$ cat config.mk
export PLATFORM = sky130hd
export DESIGN_NAME = urad_top
export DESIGN_NICKNAME = d
export VERILOG_FILES = /design/src/hw/urad_store.v /design/src/hw/urad_rdmux.v /design/src/hw/urad_top.v
export VERILOG_INCLUDE_DIRS = /design/src /design/src/hw
export SDC_FILE = /design/constraint.sdc
export NUM_CORES = 1
export LEC_CHECK = 0
export ABC_AREA = 1
export BUFFER_PORTS_ARGS = -buffer_cell sky130_fd_sc_hd__buf_4
export CORE_MARGIN = 3
export CORE_UTILIZATION = 50
export DETAILED_ROUTE_END_ITERATION = 8
export PLACE_DENSITY_LB_ADDON = 0.3
export RECOVER_POWER = 25
export SLEW_MARGIN = 20
export SYNTH_ARGS = -nofsm -noshare
export SYNTH_HDL_FRONTEND = slang
export SYNTH_HIERARCHICAL = 1
export SYNTH_SLANG_ARGS = --single-unit
$ cat constraint.sdc
create_clock -name clock -period 4.91 [get_ports clock]
set_clock_uncertainty 0.2 [all_clocks]
set_input_delay 0.982 -clock clock [delete_from_list [all_inputs] [get_ports clock]]
set_output_delay 0.982 -clock clock [all_outputs]
set_load 0.01 [all_outputs]
$ cat src/hw/urad_defines.vh
// Constants for the UART register address decoder.
// Assumes inclusion by every design file of the decoder.
`ifndef URAD_DEFINES_VH
`define URAD_DEFINES_VH

// ********************************
// Addresses and select values
// ********************************
`define URAD_A_DATA 3'h0
`define URAD_A_ONE 3'h1
`define URAD_A_TWO 3'h2
`define URAD_A_LINE 3'h3
`define URAD_A_FOUR 3'h4
`define URAD_A_FIVE 3'h5
`define URAD_A_SIX 3'h6
`define URAD_A_SEVEN 3'h7
`define URAD_ENH_KEY 8'hBF
`define URAD_ZERO_DIV 8'h00
`define URAD_DL_BIT 7
`define URAD_EN_BIT 4
`define URAD_FS_BIT 6
`define URAD_GP_BIT 0
`define URAD_RST_VAL 8'h00
`define URAD_REV_VAL 8'h5A // Arbitrary value

// ********************************
// Storage indices
// ********************************
`define URAD_NREG 21
`define URAD_I_DIVLO 5'h00
`define URAD_I_DIVHI 5'h01
`define URAD_I_DIVFR 5'h02
`define URAD_I_INTEN 5'h03
`define URAD_I_LINE 5'h04
`define URAD_I_MODEM 5'h05
`define URAD_I_HDUP 5'h06
`define URAD_I_SPEC 5'h07
`define URAD_I_SCR 5'h08
`define URAD_I_EMODE 5'h09
`define URAD_I_TRIG 5'h0A
`define URAD_I_FEAT 5'h0B
`define URAD_I_ENH 5'h0C
`define URAD_I_RES1 5'h0D
`define URAD_I_RES2 5'h0E
`define URAD_I_PAU1 5'h0F
`define URAD_I_PAU2 5'h10
`define URAD_I_GINT 5'h11
`define URAD_I_G3T 5'h12
`define URAD_I_GINV 5'h13
`define URAD_I_GSEL 5'h14

// ********************************
// Read sources and write kinds
// ********************************
`define URAD_S_NONE 3'h0
`define URAD_S_STORE 3'h1
`define URAD_S_RXH 3'h2
`define URAD_S_IST 3'h3
`define URAD_S_LST 3'h4
`define URAD_S_MST 3'h5
`define URAD_S_LVL 3'h6
`define URAD_S_REV 3'h7
`define URAD_W_NONE 2'h0
`define URAD_W_STORE 2'h1
`define URAD_W_TXH 2'h2
`define URAD_W_QCTL 2'h3

`endif

$ cat src/hw/urad_store.v
// Flip-flop storage for all host-writable decoder registers except the transmit and queue control pass-throughs.
// Assumes one write strobe per cycle with an already decoded index.
`timescale 1ns/1ps
`include "urad_defines.vh"

module urad_store (
    // Clock and reset
    input wire clock,
    input wire reset,
    // Write side
    input wire wr_en,
    input wire [4:0] wr_idx,
    input wire [7:0] wr_data,
    // All bytes, flattened, index 0 lowest
    output wire [8*`URAD_NREG-1:0] bytes
);

    // ********************************
    // One byte per entry
    // ********************************
    genvar i;
    generate
        for (i = 0; i < `URAD_NREG; i = i + 1) begin : g_byte
            localparam [4:0] IDX = i;
            reg [7:0] byte_r;
            // Only the addressed entry loads; others hold
            always @(posedge clock) begin
                if (reset) begin
                    byte_r <= `URAD_RST_VAL;
                end else if (wr_en && (wr_idx == IDX)) begin
                    byte_r <= wr_data;
                end
            end
            assign bytes[8*i+7:8*i] = byte_r;
        end
    endgenerate

endmodule

$ cat src/hw/urad_rdmux.v
// Read data selection for the register decoder.
// Assumes the source code and index come from the decode stage.
`timescale 1ns/1ps
`include "urad_defines.vh"

module urad_rdmux (
    // Selection
    input wire [2:0] src,
    input wire [4:0] idx,
    // Candidate values
    input wire [8*`URAD_NREG-1:0] bytes,
    input wire [7:0] rxh,
    input wire [7:0] ist,
    input wire [7:0] lst,
    input wire [7:0] mst,
    input wire [7:0] lvl,
    input wire [7:0] rev,
    // Result
    output reg [7:0] data
);

    // ********************************
    // Source mux
    // ********************************
    // Write-only holes read zero, which is harmless to software
    always @* begin
        case (src)
            `URAD_S_STORE: data = bytes[8*idx +: 8];
            `URAD_S_RXH: data = rxh;
            `URAD_S_IST: data = ist;
            `URAD_S_LST: data = lst;
            `URAD_S_MST: data = mst;
            `URAD_S_LVL: data = lvl;
            `URAD_S_REV: data = rev;
            default: data = 8'h00;
        endcase
    end

endmodule

$ cat src/hw/urad_top.v
// Register address decoder and register bank of a serial-bus UART.
// Assumes the bus front end delivers one-cycle read and write strobes
// with a 3-bit address, all synchronous to clock.
`timescale 1ns/1ps
`include "urad_defines.vh"

module urad_top #(
    // Arbitrary revision value
    parameter [7:0] REVISION = `URAD_REV_VAL
) (
    // Clock and reset
    input wire clock,
    input wire reset,
    // Register access port
    input wire [2:0] reg_addr,
    input wire reg_wr,
    input wire reg_rd,
    input wire [7:0] reg_wdata,
    output reg [7:0] reg_rdata_r,
    output reg reg_rvalid_r,
    // Datapath status inputs
    input wire [7:0] rxh_data,
    input wire [7:0] ist_data,
    input wire [7:0] lst_data,
    input wire [7:0] mst_data,
    input wire [7:0] lvl_data,
    // Datapath side effects
    output reg rxh_pop_r,
    output reg ist_read_r,
    output reg lst_read_r,
    output reg mst_read_r,
    output reg tx_load_r,
    output reg [7:0] tx_data_r,
    output reg qctl_load_r,
    output reg [7:0] qctl_data_r,
    // Stored register contents, index order
    output wire [8*`URAD_NREG-1:0] cfg_bytes
);

    // ********************************
    // Bank selection terms
    // ********************************
    wire [7:0] line_control;
    wire [7:0] enhanced_function;
    wire [7:0] feature_control;
    wire [7:0] special_function;
    wire [7:0] divisor_low_byte;
    wire [7:0] divisor_high_byte;
    wire key_sel;
    wire divisor_latch_bit;
    wire enhanced_enable_bit;
    wire feature_select_bit;
    wire gpio_access_bit;
    wire div_zero;

    assign line_control = cfg_bytes[8*`URAD_I_LINE +: 8];
    assign enhanced_function = cfg_bytes[8*`URAD_I_ENH +: 8];
    assign feature_control = cfg_bytes[8*`URAD_I_FEAT +: 8];
    assign special_function = cfg_bytes[8*`URAD_I_SPEC +: 8];
    assign divisor_low_byte = cfg_bytes[8*`URAD_I_DIVLO +: 8];
    assign divisor_high_byte = cfg_bytes[8*`URAD_I_DIVHI +: 8];

    // Key comparison selects the enhanced bank
    assign key_sel = (line_control == `URAD_ENH_KEY);
    assign divisor_latch_bit = line_control[`URAD_DL_BIT];
    assign enhanced_enable_bit = enhanced_function[`URAD_EN_BIT];
    assign feature_select_bit = feature_control[`URAD_FS_BIT];
    assign gpio_access_bit = special_function[`URAD_GP_BIT];
    // Both divisor bytes clear unlocks the revision read
    assign div_zero = (divisor_low_byte == `URAD_ZERO_DIV) &&
                      (divisor_high_byte == `URAD_ZERO_DIV);

    // ********************************
    // Address decode
    // ********************************
    reg [2:0] rd_src_nxt;
    reg [4:0] rd_idx_nxt;
    reg [1:0] wr_kind_nxt;
    reg [4:0] wr_idx_nxt;

    // Read and write paths decoded separately since they differ per address
    always @* begin
        rd_src_nxt = `URAD_S_NONE;
        rd_idx_nxt = 5'h00;
        wr_kind_nxt = `URAD_W_NONE;
        wr_idx_nxt = 5'h00;
        case (reg_addr)
            `URAD_A_DATA: begin
                // Key value tested first: it also has the latch bit set
                if (key_sel) begin
                    // Level counter read, trigger level write
                    rd_src_nxt = `URAD_S_LVL;
                    wr_kind_nxt = `URAD_W_STORE;
                    wr_idx_nxt = `URAD_I_TRIG;
                end else if (divisor_latch_bit) begin
                    // Revision shows only while the divisor is unprogrammed
                    if (div_zero) begin
                        rd_src_nxt = `URAD_S_REV;
                    end else begin
                        rd_src_nxt = `URAD_S_STORE;
                        rd_idx_nxt = `URAD_I_DIVLO;
                    end
                    // Writes always reach the low byte, else it could never leave zero
                    wr_kind_nxt = `URAD_W_STORE;
                    wr_idx_nxt = `URAD_I_DIVLO;
                end else begin
                    // Data path: both directions go to the datapath, not storage
                    rd_src_nxt = `URAD_S_RXH;
                    wr_kind_nxt = `URAD_W_TXH;
                end
            end
            `URAD_A_ONE: begin
                // Every bank has a plain read/write byte here
                rd_src_nxt = `URAD_S_STORE;
                wr_kind_nxt = `URAD_W_STORE;
                if (key_sel) begin
                    rd_idx_nxt = `URAD_I_FEAT;
                    wr_idx_nxt = `URAD_I_FEAT;
                end else if (divisor_latch_bit) begin
                    // Fraction bits do not gate this; the baud logic interprets them
                    rd_idx_nxt = `URAD_I_DIVHI;
                    wr_idx_nxt = `URAD_I_DIVHI;
                end else begin
                    rd_idx_nxt = `URAD_I_INTEN;
                    wr_idx_nxt = `URAD_I_INTEN;
                end
            end
            `URAD_A_TWO: begin
                if (key_sel) begin
                    rd_src_nxt = `URAD_S_STORE;
                    rd_idx_nxt = `URAD_I_ENH;
                    wr_kind_nxt = `URAD_W_STORE;
                    wr_idx_nxt = `URAD_I_ENH;
                end else if (divisor_latch_bit && enhanced_enable_bit) begin
                    // Fraction byte hidden until enhanced functions are on
                    rd_src_nxt = `URAD_S_STORE;
                    rd_idx_nxt = `URAD_I_DIVFR;
                    wr_kind_nxt = `URAD_W_STORE;
                    wr_idx_nxt = `URAD_I_DIVFR;
                end else begin
                    // Latch clear, or enhanced off with non-key value
                    rd_src_nxt = `URAD_S_IST;
                    wr_kind_nxt = `URAD_W_QCTL;
                end
            end
            `URAD_A_LINE: begin
                // Always reachable so software can leave any bank
                rd_src_nxt = `URAD_S_STORE;
                rd_idx_nxt = `URAD_I_LINE;
                wr_kind_nxt = `URAD_W_STORE;
                wr_idx_nxt = `URAD_I_LINE;
            end
            `URAD_A_FOUR: begin
                // Read/write in all three banks, only the target differs
                rd_src_nxt = `URAD_S_STORE;
                wr_kind_nxt = `URAD_W_STORE;
                if (!key_sel) begin
                    rd_idx_nxt = `URAD_I_MODEM;
                    wr_idx_nxt = `URAD_I_MODEM;
                end else if (gpio_access_bit) begin
                    rd_idx_nxt = `URAD_I_GINT;
                    wr_idx_nxt = `URAD_I_GINT;
                end else begin
                    rd_idx_nxt = `URAD_I_RES1;
                    wr_idx_nxt = `URAD_I_RES1;
                end
            end
            `URAD_A_FIVE: begin
                if (!key_sel) begin
                    // Status read and setup write share the address
                    rd_src_nxt = `URAD_S_LST;
                    wr_kind_nxt = `URAD_W_STORE;
                    wr_idx_nxt = `URAD_I_HDUP;
                end else begin
                    rd_src_nxt = `URAD_S_STORE;
                    wr_kind_nxt = `URAD_W_STORE;
                    rd_idx_nxt = gpio_access_bit ? `URAD_I_G3T : `URAD_I_RES2;
                    wr_idx_nxt = gpio_access_bit ? `URAD_I_G3T : `URAD_I_RES2;
                end
            end
            `URAD_A_SIX: begin
                if (!key_sel) begin
                    rd_src_nxt = `URAD_S_MST;
                    // Without the enable bit the write is silently dropped
                    if (enhanced_enable_bit) begin
                        wr_kind_nxt = `URAD_W_STORE;
                        wr_idx_nxt = `URAD_I_SPEC;
                    end
                end else begin
                    rd_src_nxt = `URAD_S_STORE;
                    wr_kind_nxt = `URAD_W_STORE;
                    rd_idx_nxt = gpio_access_bit ? `URAD_I_GINV : `URAD_I_PAU1;
                    wr_idx_nxt = gpio_access_bit ? `URAD_I_GINV : `URAD_I_PAU1;
                end
            end
            `URAD_A_SEVEN: begin
                if (key_sel) begin
                    rd_src_nxt = `URAD_S_STORE;
                    wr_kind_nxt = `URAD_W_STORE;
                    rd_idx_nxt = gpio_access_bit ? `URAD_I_GSEL : `URAD_I_PAU2;
                    wr_idx_nxt = gpio_access_bit ? `URAD_I_GSEL : `URAD_I_PAU2;
                end else if (gpio_access_bit || feature_select_bit) begin
                    // Counter read where nothing readable is mapped
                    rd_src_nxt = `URAD_S_LVL;
                    // Gpio access hides the mode select; write is dropped then
                    if (!gpio_access_bit) begin
                        wr_kind_nxt = `URAD_W_STORE;
                        wr_idx_nxt = `URAD_I_EMODE;
                    end
                end else begin
                    // Scratch byte: pure storage, no side effect anywhere
                    rd_src_nxt = `URAD_S_STORE;
                    rd_idx_nxt = `URAD_I_SCR;
                    wr_kind_nxt = `URAD_W_STORE;
                    wr_idx_nxt = `URAD_I_SCR;
                end
            end
            default: begin
                rd_src_nxt = `URAD_S_NONE;
            end
        endcase
    end

    // ********************************
    // Storage and read mux
    // ********************************
    wire store_wr;
    wire [7:0] rd_value;

    // Only decoded store targets load; read-only holes are dropped
    assign store_wr = reg_wr && (wr_kind_nxt == `URAD_W_STORE);

    urad_store u_store (
        .clock(clock),
        .reset(reset),
        .wr_en(store_wr),
        .wr_idx(wr_idx_nxt),
        .wr_data(reg_wdata),
        .bytes(cfg_bytes)
    );

    urad_rdmux u_rdmux (
        .src(rd_src_nxt),
        .idx(rd_idx_nxt),
        .bytes(cfg_bytes),
        .rxh(rxh_data),
        .ist(ist_data),
        .lst(lst_data),
        .mst(mst_data),
        .lvl(lvl_data),
        .rev(REVISION),
        .data(rd_value)
    );

    // ********************************
    // Read answer
    // ********************************
    // Decode uses bank state before any write in the same cycle
    always @(posedge clock) begin
        if (reset) begin
            reg_rdata_r <= 8'h00;
            reg_rvalid_r <= 1'b0;
        end else begin
            reg_rvalid_r <= reg_rd;
            if (reg_rd) begin
                reg_rdata_r <= rd_value;
            end
        end
    end

    // ********************************
    // Read side effects
    // ********************************
    // Pulses let the datapath pop the queue or clear deltas
    always @(posedge clock) begin
        if (reset) begin
            rxh_pop_r <= 1'b0;
            ist_read_r <= 1'b0;
            lst_read_r <= 1'b0;
            mst_read_r <= 1'b0;
        end else begin
            rxh_pop_r <= reg_rd && (rd_src_nxt == `URAD_S_RXH);
            ist_read_r <= reg_rd && (rd_src_nxt == `URAD_S_IST);
            lst_read_r <= reg_rd && (rd_src_nxt == `URAD_S_LST);
            mst_read_r <= reg_rd && (rd_src_nxt == `URAD_S_MST);
        end
    end

    // ********************************
    // Write-only pass-through targets
    // ********************************
    // Data held after the pulse so the datapath may sample late
    always @(posedge clock) begin
        if (reset) begin
            tx_load_r <= 1'b0;
            tx_data_r <= 8'h00;
            qctl_load_r <= 1'b0;
            qctl_data_r <= 8'h00;
        end else begin
            tx_load_r <= reg_wr && (wr_kind_nxt == `URAD_W_TXH);
            qctl_load_r <= reg_wr && (wr_kind_nxt == `URAD_W_QCTL);
            if (reg_wr && (wr_kind_nxt == `URAD_W_TXH)) begin
                tx_data_r <= reg_wdata;
            end
            if (reg_wr && (wr_kind_nxt == `URAD_W_QCTL)) begin
                qctl_data_r <= reg_wdata;
            end
        end
    end

endmodule

==> results.cfg, run 1 <==
[die]
top_level_ports = 254
dieHeight_um = 158
row_count = 54
fp.dieW_um = 158
initial_utilization_pct = 51.8
floorplan.die_area_mm2 = 0.0249
core_region_area_mm2 = 0.0222

[power_and_ir_drop]
leakagePower_nw = 7.16
relative_contribution_of_combinational_cells_to_total_power_pct = 15.3
p_seq_share_pct = 45.0
p_clk_share_pct = 39.6
internal_power_w = 0.00257
power.net_switching_w = 0.00117
power.density_cell_area_mw_per_mm2 = 272
total_power_draw_w = 0.00374
power.ir.vdd_worst_mv = 0.209
p_sw_share_pct = 31.2

[worst_hold_path]
hold_path_class = reg2reg
hold_start = tx_data_r[3]

[routing]
drt_drc_violations_left = 0
top_layer = met5
drt_pass1_iterations = 6
finalWirelength_um = 42400
met3_length_um = 4980
viasPerCell = 5.25
detail_route.iter0.violations = 1818
post_dr_wirelength_cell_um = 16.8
antenna_left = 0
m1WireLength_um = 17100
met2RoutedLength_um = 18600
vias_after_detailed_routing = 13204

[placed_design]
routability_cong = 0.992
port_buffers = 253
placement.setup.worst_slack_ps = 1130
place_inst = 2484
post-dp-hpwl_um = 30400

[sta]
slew-limit-headroom_pct = 29.9
setup_violations = 0
hold_viol = 0
max_slew.worst_pin.slew_ps = 1040
final-max-slew-violation-count = 0
max_freq_mhz = 264
hold_slack_final_ps = 269
setup_total_negative_slack_ps = 0
worst_slack_ps = 1120
min_period_over_period_pct = 77.1
period_minus_slack_ps = 3790
grt_setup_unrepaired = false

[cts]
worst_skew_pair_later_pin_latency_ps = 450
cts.clk_slew.worst_paths_ps = 80
number_of_setup_buffers_added_after_cts = 0
htree_num_levels = 4
clock-root-buffer = clkbuf_16
cts_tree = built
cts_max_path_buffers = 2
post_cts_resize_count = 0
cts.sink_count = 199
cts_buffer_count = 17
postCtsHoldBufs = 0

[synth]
yosys_register_bits = 199
synth_cell_type_count = 35
synthCells = 2025
syn_avg_cell_area_um2 = 5.69
synth.yosys.seq_area_share_pct = 34.6
count_of_flip_flops_with_a_built_in_enable_after_synthesis = 0
synth_ff_type = dfxtp_1
postSynth.asyncResetShare_pct = 0
post_synth_instance_area_mm2 = 0.0115
yosysWarningCount = 6

[global_routing]
global_route_wire_length_before_repair_um = 63600
grt_pass1_vias = 11767
globalRouteOverflowTotal = 0
largest_net_degree_at_the_start_of_global_routing = 88
initial_antenna_violation_count = 1
groute.usage.overall_pct = 32.6

[setup_path]
crit_path_start = u_store/g_byte[4].byte_r[7]
worstPathArrival_ps = 3970
worst_setup_path_start_kind = flop
crit_fanout = 40
timing.critical_path.required_ps = 5090
regToRegStartpoint = u_store/g_byte[4].byte_r[7]
worstPathCellList = nand2_1 -> nor2_1 -> nand2_1 -> nand2_1 -> nand4_1 -> inv_2 -> o21ai_0 -> o22ai_1 -> o21ai_1 -> nand2_1 -> nand2_1 -> nand2_1 -> nor2_1 -> nor2_1
worst-setup-path-type = reg2reg
setup.worst_path.end_class = flop
critical-path-max-stage-delay_ps = 710
cell_type_of_the_slowest_stage_on_the_worst_timing_path = inv_2
worst_path_most_repeated_cell = nand2_1

[layout]
design.final.nets = 2278
multi_input_area_mm2 = 0.00548
syn2layout_area_growth_pct = 19.5
antenna_cells_inserted = 0
finalNonFillerCells = 2516
fillerInstances = 2247
area.sequential_mm2 = 0.00398
drive_gt1_share_pct = 10.7

[status]
status = finished, final reports clean

[job]
drv_cap = 0
-- registers in the layout, summed over array words and instances, names as in the netlist --
| register | flops |
|---|---|
| u_store/g_byte.byte_r | 168 |
| tx_load_r | 1 |
| reg_rvalid_r | 1 |
| mst_read_r | 1 |
| ist_read_r | 1 |
| reg_rdata_r | 8 |
| tx_data_r | 8 |
| qctl_load_r | 1 |
| rxh_pop_r | 1 |
| qctl_data_r | 8 |
| lst_read_r | 1 |
-- area by class of cell --
class | instances | share of cell area, %
multi-input combinational | 1319 | 39.8
sequential | 199 | 28.9
timing repair buffer | 273 | 12.9
inverter | 413 | 11.3
clock buffer | 18 | 3.19
tap | 280 | 2.55
clock inverter | 14 | 1.34
-- cells in the mapped netlist (all sizes together) (3+ instances only) --
cell      n  area [um2]
nor2    333        1270
o22ai    15        93.8
o21ai    47         235
a21oi    25         125
clkbuf   45         170
nand2   613        2310
dfxtp   199        3980
inv     410        1540
clkinv    3        11.3
nor3     10        50.1
o221ai    3        26.3
buf      55         320
nand3   254        1300
nand4     4        25.0
-- metal layers --
metal | vias up | global-route usage, %
met5 | - | 0
met4 | 2 | 12.1
met3 | 125 | 7.85
met2 | 798 | 51.3
met1 | 5883 | 43.6
li1 | 6396 | -
-- power groups by stage --
stage	sequential (W)	combinational, W	clock (W)
after detailed placement	0.00172	0.000566	0
final	0.00168	0.000573	0.00148
after global placement	0.00172	0.000560	0
after global routing	0.00168	0.000623	0.00156
after CTS	0.00168	0.000568	0.00149
after floorplan	0.00172	0.000344	0
-- placed cells by master (no fill, tap or decap), drive strengths merged --
| cell type | synthesis | routed |
|---|---|---|
| nand3 | 254 | 254 |
| o21bai | 1 | 1 |
| or2 | 1 | 1 |
| conb | 2 | 8 |
| dfxtp | 199 | 199 |
| o22ai | 15 | 15 |
| a211oi | 1 | 1 |
| o221ai | 3 | 3 |
| o211ai | 1 | 1 |
| nand4 | 4 | 4 |
| clkbuf | 45 | 96 |
| o21a | 1 | 1 |
| a22oi | 1 | 1 |
| clkinv | 3 | 9 |
| a21oi | 25 | 25 |
| nand2 | 613 | 613 |
| nor2 | 333 | 333 |
| bufinv | 0 | 1 |
| nor4 | 1 | 1 |
| nor3 | 10 | 10 |
| buf | 55 | 195 |
| inv | 410 | 417 |
| o21ai | 47 | 47 |
-- logic make-up (layout without fill, tap and decap cells) --
group                  count (synthesis)  in the layout  synth area share (%)
other                                  2              8                0.0652
buffers and inverters                513            718                  17.7
AOI/OAI and AO/OA                     95             95                  4.50
DFF                                  199            199                  34.6
and+or+nand+nor                     1216           1216                  43.1
-- worst paths after layout --
check                    to  slack (ps)  cells after the start
min            tx_data_r[3]         270                      2
max reg2reg  reg_rdata_r[2]        1120                     14
max          reg_rdata_r[2]        1120                     14
min reg2reg    tx_data_r[3]         270                      2
-- metrics by stage --
step           util, %  area, um2
3_3_place_gp      60.6      13500
2_1_floorplan        -      11500
5_1_grt           61.9      13800
6_report          61.9      13800
3_5_place_dp      60.6      13500
4_1_cts           63.4      14100
-- critical path: cells and delay by family (launching register included) --
kind,cells,cell delay (ps)
buf+inv,1,710
compound gates,3,570
simple gates,10,1630
flops,1,580
No activity file was read; power rests on OpenSTA's default activity.
==> run 2: changes to the inputs <==
Clock period 4.91 ns to 3.7 ns, I/O delays scaled along.
==> run 2 against run 1 <==
Compared with the run above: via count grew 0.11%; cell count grew 0.44%; utilization grew 0.30 points; total power grew 31%; critical endpoint is now u_store/g_byte[16].byte_r[4]; highest routed layer is now met4.
==> results.cfg, run 2 (same netlist as run 1, synthesis figures left out) <==
[routing]
drt_drc_violations_left = 0
finalWirelength_um = 42300
antenna_left = 0
post_dr_wirelength_cell_um = 16.7
viasPerCell = 5.23
vias_after_detailed_routing = 13218
detail_route.iter0.violations = 1778
drt_pass1_iterations = 6

[layout]
drive_gt1_share_pct = 11.3
design.final.nets = 2289
syn2layout_area_growth_pct = 20.0
largest_register_ffs = 168
max_flop_register = u_store/g_byte.byte_r
layout.cells.most_common_list = nand2_1 (611), inv_1 (405), nor2_1 (326)
finish.instance_area_mm2 = 0.0138
antenna_cells_inserted = 0
commonest_non_fill_non_tap_cell_in_the_layout = nand2_1
finalNonFillerCells = 2527
final_core_util_pct = 62.2

[die]
core_region_area_mm2 = 0.0222
fp.dieW_um = 158
floorplan.die_area_mm2 = 0.0249
initial_utilization_pct = 51.8
dieHeight_um = 158
row_count = 54
top_level_ports = 254

[setup_path]
worstPathCellList = nand2_1 -> nor2_1 -> nand2_2 -> nand2_1 -> nand2_1 -> nor2_1 -> nand2_1 -> nor2_1 -> nand3_1 -> nor2_1 -> nor2_1
rr_endpoint = u_store/g_byte[16].byte_r[4]
crit_buf_inv = 0
worstPathArrival_ps = 3340
timing.critical_path.required_ps = 3830
worst-setup-path-type = reg2reg
setup.worst_path.end_class = flop
worst_setup_path_start_kind = flop
cell_type_of_the_slowest_stage_on_the_worst_timing_path = nand3_1
reg2reg_setup_slack_ps = 500
timing.critical_path.max_delay_family = simple AND/OR/NAND/NOR gates
critical-path-max-stage-delay_ps = 620
crit_fanout = 16
worst_path_most_repeated_cell = nor2_1
ff2ff_path_depth = 11
regToRegStartpoint = u_store/g_byte[4].byte_r[1]

[worst_hold_path]
holdPathStages = 2
worstHoldEndpoint = tx_data_r[5]
hold_start = tx_data_r[5]
hold_path_class = reg2reg

[sta]
max_slew.worst_pin.slew_ps = 938
setup_violations = 0
hold_viol = 0
final-max-slew-violation-count = 0
slew-limit-headroom_pct = 37.4
setup_total_negative_slack_ps = 0
grt_setup_unrepaired = false
period_minus_slack_ps = 3200
min_period_over_period_pct = 86.6
max_freq_mhz = 312

[cts]
post_cts_resize_count = 0
htree_num_levels = 4
cts_max_path_buffers = 2
cts_buffer_count = 17
clock-root-buffer = clkbuf_16
postCtsHoldBufs = 0
cts.sink_count = 199
cts.clk_slew.worst_paths_ps = 80
number_of_setup_buffers_added_after_cts = 0
cts_tree = built
worst_skew_pair_later_pin_latency_ps = 440

[placed_design]
place_inst = 2495
port_buffers = 253
place_area_mm2 = 0.0136
post-dp-hpwl_um = 30200
routability_cong = 0.996

[power_and_ir_drop]
power.net_switching_w = 0.00154
relative_contribution_of_combinational_cells_to_total_power_pct = 15.9
leakagePower_nw = 7.19
p_clk_share_pct = 38.4
p_sw_share_pct = 31.5
power.density_cell_area_mw_per_mm2 = 353
internal_power_w = 0.00334
p_seq_share_pct = 45.7
power.ir.vdd_worst_mv = 0.272

[global_routing]
largest_net_degree_at_the_start_of_global_routing = 77
grt_pass1_vias = 11824
globalRouteOverflowTotal = 0
global_route_wire_length_before_repair_um = 63900
initial_antenna_violation_count = 0
groute.usage.overall_pct = 32.7

[job]
drv_cap = 0

[status]
status = finished, final reports clean
-- run 2: worst register-to-register path, stage by stage, from the launching register on --
cell and delay (ps):
dfxtp_1 430, nand2_1 80, nor2_1 240, nand2_2 220
nand2_1 130, nand2_1 80, nor2_1 110, nand2_1 130
nor2_1 480, nand3_1 620, nor2_1 310, nor2_1 80
-- run 2: area by class of cell --
class / instances / area (um2)
clock buffers: 18 / 439
clock inverters: 14 / 148
fillers: 2210 / 8400
inverters: 413 / 1560
multi-input cells: 1319 / 5500
flip-flops and latches: 199 / 3980
well taps: 280 / 350
repair buffers: 284 / 1860
-- run 2: worst max path at each step --
stage                                      startpoint                      endpoint  cells after the start
after floorplan                           reg_addr[2]                reg_rdata_r[2]                     17
after global placement                    reg_addr[2]                reg_rdata_r[7]                     13
after detailed placement                  reg_addr[2]                reg_rdata_r[7]                     13
after CTS                 u_store/g_byte[4].byte_r[1]                reg_rdata_r[7]                     12
after global routing                      reg_addr[1]   u_store/g_byte[0].byte_r[1]                     15
final                     u_store/g_byte[4].byte_r[1]  u_store/g_byte[16].byte_r[4]                     11
-- run 2: through the flow --
| step | total power, W | setup WS, ps | hold WS, ps |
|---|---|---|---|
| floorplan | 0.00274 | 1150 | 286 |
| global placement | 0.00304 | 339 | 257 |
| detailed placement | 0.00304 | 290 | 254 |
| CTS | 0.00489 | 473 | 266 |
| global route | 0.00505 | 277 | 280 |
| finish | 0.00488 | 497 | 270 |
-- run 2: power groups by stage --
| stage | Clock, W | Sequential, W | Combinational, W |
|---|---|---|---|
| CTS | 0.00189 | 0.00223 | 0.000769 |
| detailed placement | 0 | 0.00228 | 0.000766 |
| global route | 0.00197 | 0.00223 | 0.000846 |
| global placement | 0 | 0.00228 | 0.000761 |
| floorplan | 0 | 0.00228 | 0.000457 |
| finish | 0.00187 | 0.00223 | 0.000776 |
-- run 2: metal layers --
metal	vias up	GRT usage [%]	part of all wire (%)
met2	778	51.9	45
li1	6421	-	-
met3	114	4.57	11
met4	0	13.0	3.6
met5	-	0	0
met1	5905	45.0	41
==> run 3: changes to the inputs <==
Settings changed: RECOVER_POWER 25 to unset.
==> run 3 against run 2 <==
Compared with the run above: clock power hardly changed; sequential share of layout area decreased by 0.67 points; global-route usage is the same; count of clock-buffer cells in the layout did not move; critical path depth unchanged; cell count unchanged; hold slack worse by 4.8 ps; setup slack worse by 57 ps; utilization rose by 1.5 points; via count shrank 0.13%; critical path type unchanged.
==> results.cfg, run 3 (same netlist as run 1, synthesis figures left out) <==
[die]
core_region_area_mm2 = 0.0222
row_count = 54
dieHeight_um = 158
fp.dieW_um = 158
top_level_ports = 254
floorplan.die_area_mm2 = 0.0249
initial_utilization_pct = 51.8

[sta]
setup_total_negative_slack_ps = 0
grt_setup_unrepaired = false
period_minus_slack_ps = 3260
final-max-slew-violation-count = 0
slew-limit-headroom_pct = 40.8
hold_viol = 0
min_period_over_period_pct = 88.1
setup_violations = 0
max_freq_mhz = 307
max_slew.worst_pin.slew_ps = 886
hold_slack_final_ps = 265

[power_and_ir_drop]
p_seq_share_pct = 45.6
power.ir.vdd_worst_mv = 0.270
p_clk_share_pct = 38.3
p_sw_share_pct = 31.4
power.net_switching_w = 0.00154
internal_power_w = 0.00336
relative_contribution_of_combinational_cells_to_total_power_pct = 16.1
leakagePower_nw = 7.54
power.density_cell_area_mw_per_mm2 = 346

[cts]
number_of_setup_buffers_added_after_cts = 0
post_cts_resize_count = 0
cts.clk_slew.worst_paths_ps = 80
worst_skew_pair_later_pin_latency_ps = 440
clock-root-buffer = clkbuf_16
postCtsHoldBufs = 0
cts_max_path_buffers = 2
cts_tree = built
cts.sink_count = 199
htree_num_levels = 4
cts_buffer_count = 17

[global_routing]
groute.usage.overall_pct = 32.7
largest_net_degree_at_the_start_of_global_routing = 77
initial_antenna_violation_count = 0
globalRouteOverflowTotal = 0
global_route_wire_length_before_repair_um = 63900
grt_pass1_vias = 11824

[job]
drv_cap = 0

[placed_design]
port_buffers = 253
post-dp-hpwl_um = 30200
place_inst = 2495
place_area_mm2 = 0.0136
routability_cong = 0.996

[setup_path]
setup.worst_path.end_class = flop
worst-setup-path-type = reg2reg
timing.critical_path.required_ps = 3830
timing.critical_path.max_delay_family = simple AND/OR/NAND/NOR gates
crit_fanout = 16
worst_setup_path_start_kind = flop
worstPathArrival_ps = 3390
critical-path-max-stage-delay_ps = 630
crit_buf_inv = 0
worstPathCellList = nand2_1 -> nor2_1 -> nand2_2 -> nand2_1 -> nand2_1 -> nor2_1 -> nand2_1 -> nor2_1 -> nand3_1 -> nor2_1 -> nor2_1
cell_type_of_the_slowest_stage_on_the_worst_timing_path = nand3_1
worst_path_most_repeated_cell = nor2_1

[layout]
final_core_util_pct = 63.7
finalNonFillerCells = 2527
drive_gt1_share_pct = 15.0
max_flop_register = u_store/g_byte.byte_r
commonest_non_fill_non_tap_cell_in_the_layout = nand2_1
antenna_cells_inserted = 0
multi_input_area_mm2 = 0.00553
fillerInstances = 2121
largest_register_ffs = 168
design.final.nets = 2289
layout.cells.most_common_list = nand2_1 (610), inv_1 (405), nor2_1 (326)
syn2layout_area_growth_pct = 22.9
area.sequential_mm2 = 0.00398
finish.instance_area_mm2 = 0.0142

[routing]
detail_route.iter0.violations = 1672
viasPerCell = 5.22
vias_after_detailed_routing = 13201
drt_pass1_iterations = 7
finalWirelength_um = 42200
drt_drc_violations_left = 0
antenna_left = 0
post_dr_wirelength_cell_um = 16.7

[status]
status = finished, final reports clean

[worst_hold_path]
hold_path_class = reg2reg
==> run 3: cell count changes in the layout (fill, tap and decap cells not counted), sizes merged <==
| cell | before | now |
|---|---|---|
| buf | 205 | 284 |
| clkbuf | 97 | 18 |
==> run 3: layer usage <==
| metal | vias up | wire length [um] | global-route usage (%) |
|---|---|---|---|
| li1 | 6424 | - | - |
| met1 | 5892 | 17200 | 45.0 |
| met2 | 768 | 18900 | 51.9 |
| met3 | 117 | 4630 | 4.57 |
| met4 | 0 | 1490 | 13.0 |
| met5 | - | 0 | 0 |
==> run 3: cell type report <==
type	count	share of cell area, %
multi-input combinational	1319	39.0
inverter	413	11.0
clock inverter	14	1.04
sequential	199	28.1
timing repair buffer	284	15.2
clock buffer	18	3.10
tap	280	2.47
==> run 3: path summary, 6_finish.rpt <==
path                                                  start                      endpoint  slack, ps  cells past startpoint
worst max-delay path            u_store/g_byte[4].byte_r[1]  u_store/g_byte[16].byte_r[4]        440                     11
worst min-delay path                           tx_data_r[0]                  tx_data_r[0]        270                      2
worst max register to register  u_store/g_byte[4].byte_r[1]  u_store/g_byte[16].byte_r[4]        440                     11
worst min register to register                 tx_data_r[0]                  tx_data_r[0]        270                      2
==> run 3: tightest hold or removal path: cells and delay by family, from the launching register on <==
family,cells,cell delay (ps)
flops,1,310
compound gates,1,50
simple gates,1,60
==> run 3: metrics by stage <==
| step | setup WS [ps] | total power, W |
|---|---|---|
| 4_1_cts | 473 | 0.00489 |
| 3_3_place_gp | 339 | 0.00304 |
| 6_report | 440 | 0.00490 |
| 2_1_floorplan | 1150 | 0.00274 |
| 5_1_grt | 281 | 0.00507 |
| 3_5_place_dp | 290 | 0.00304 |
==> run 3: power by group through the flow <==
| stage | registers [W] | clock network (W) | logic [W] |
|---|---|---|---|
| 3_3_place_gp | 0.00228 | 0 | 0.000761 |
| 5_1_grt | 0.00223 | 0.00197 | 0.000861 |
| 3_5_place_dp | 0.00228 | 0 | 0.000766 |
| 2_1_floorplan | 0.00228 | 0 | 0.000457 |
| 6_report | 0.00223 | 0.00188 | 0.000788 |
| 4_1_cts | 0.00223 | 0.00189 | 0.000769 |
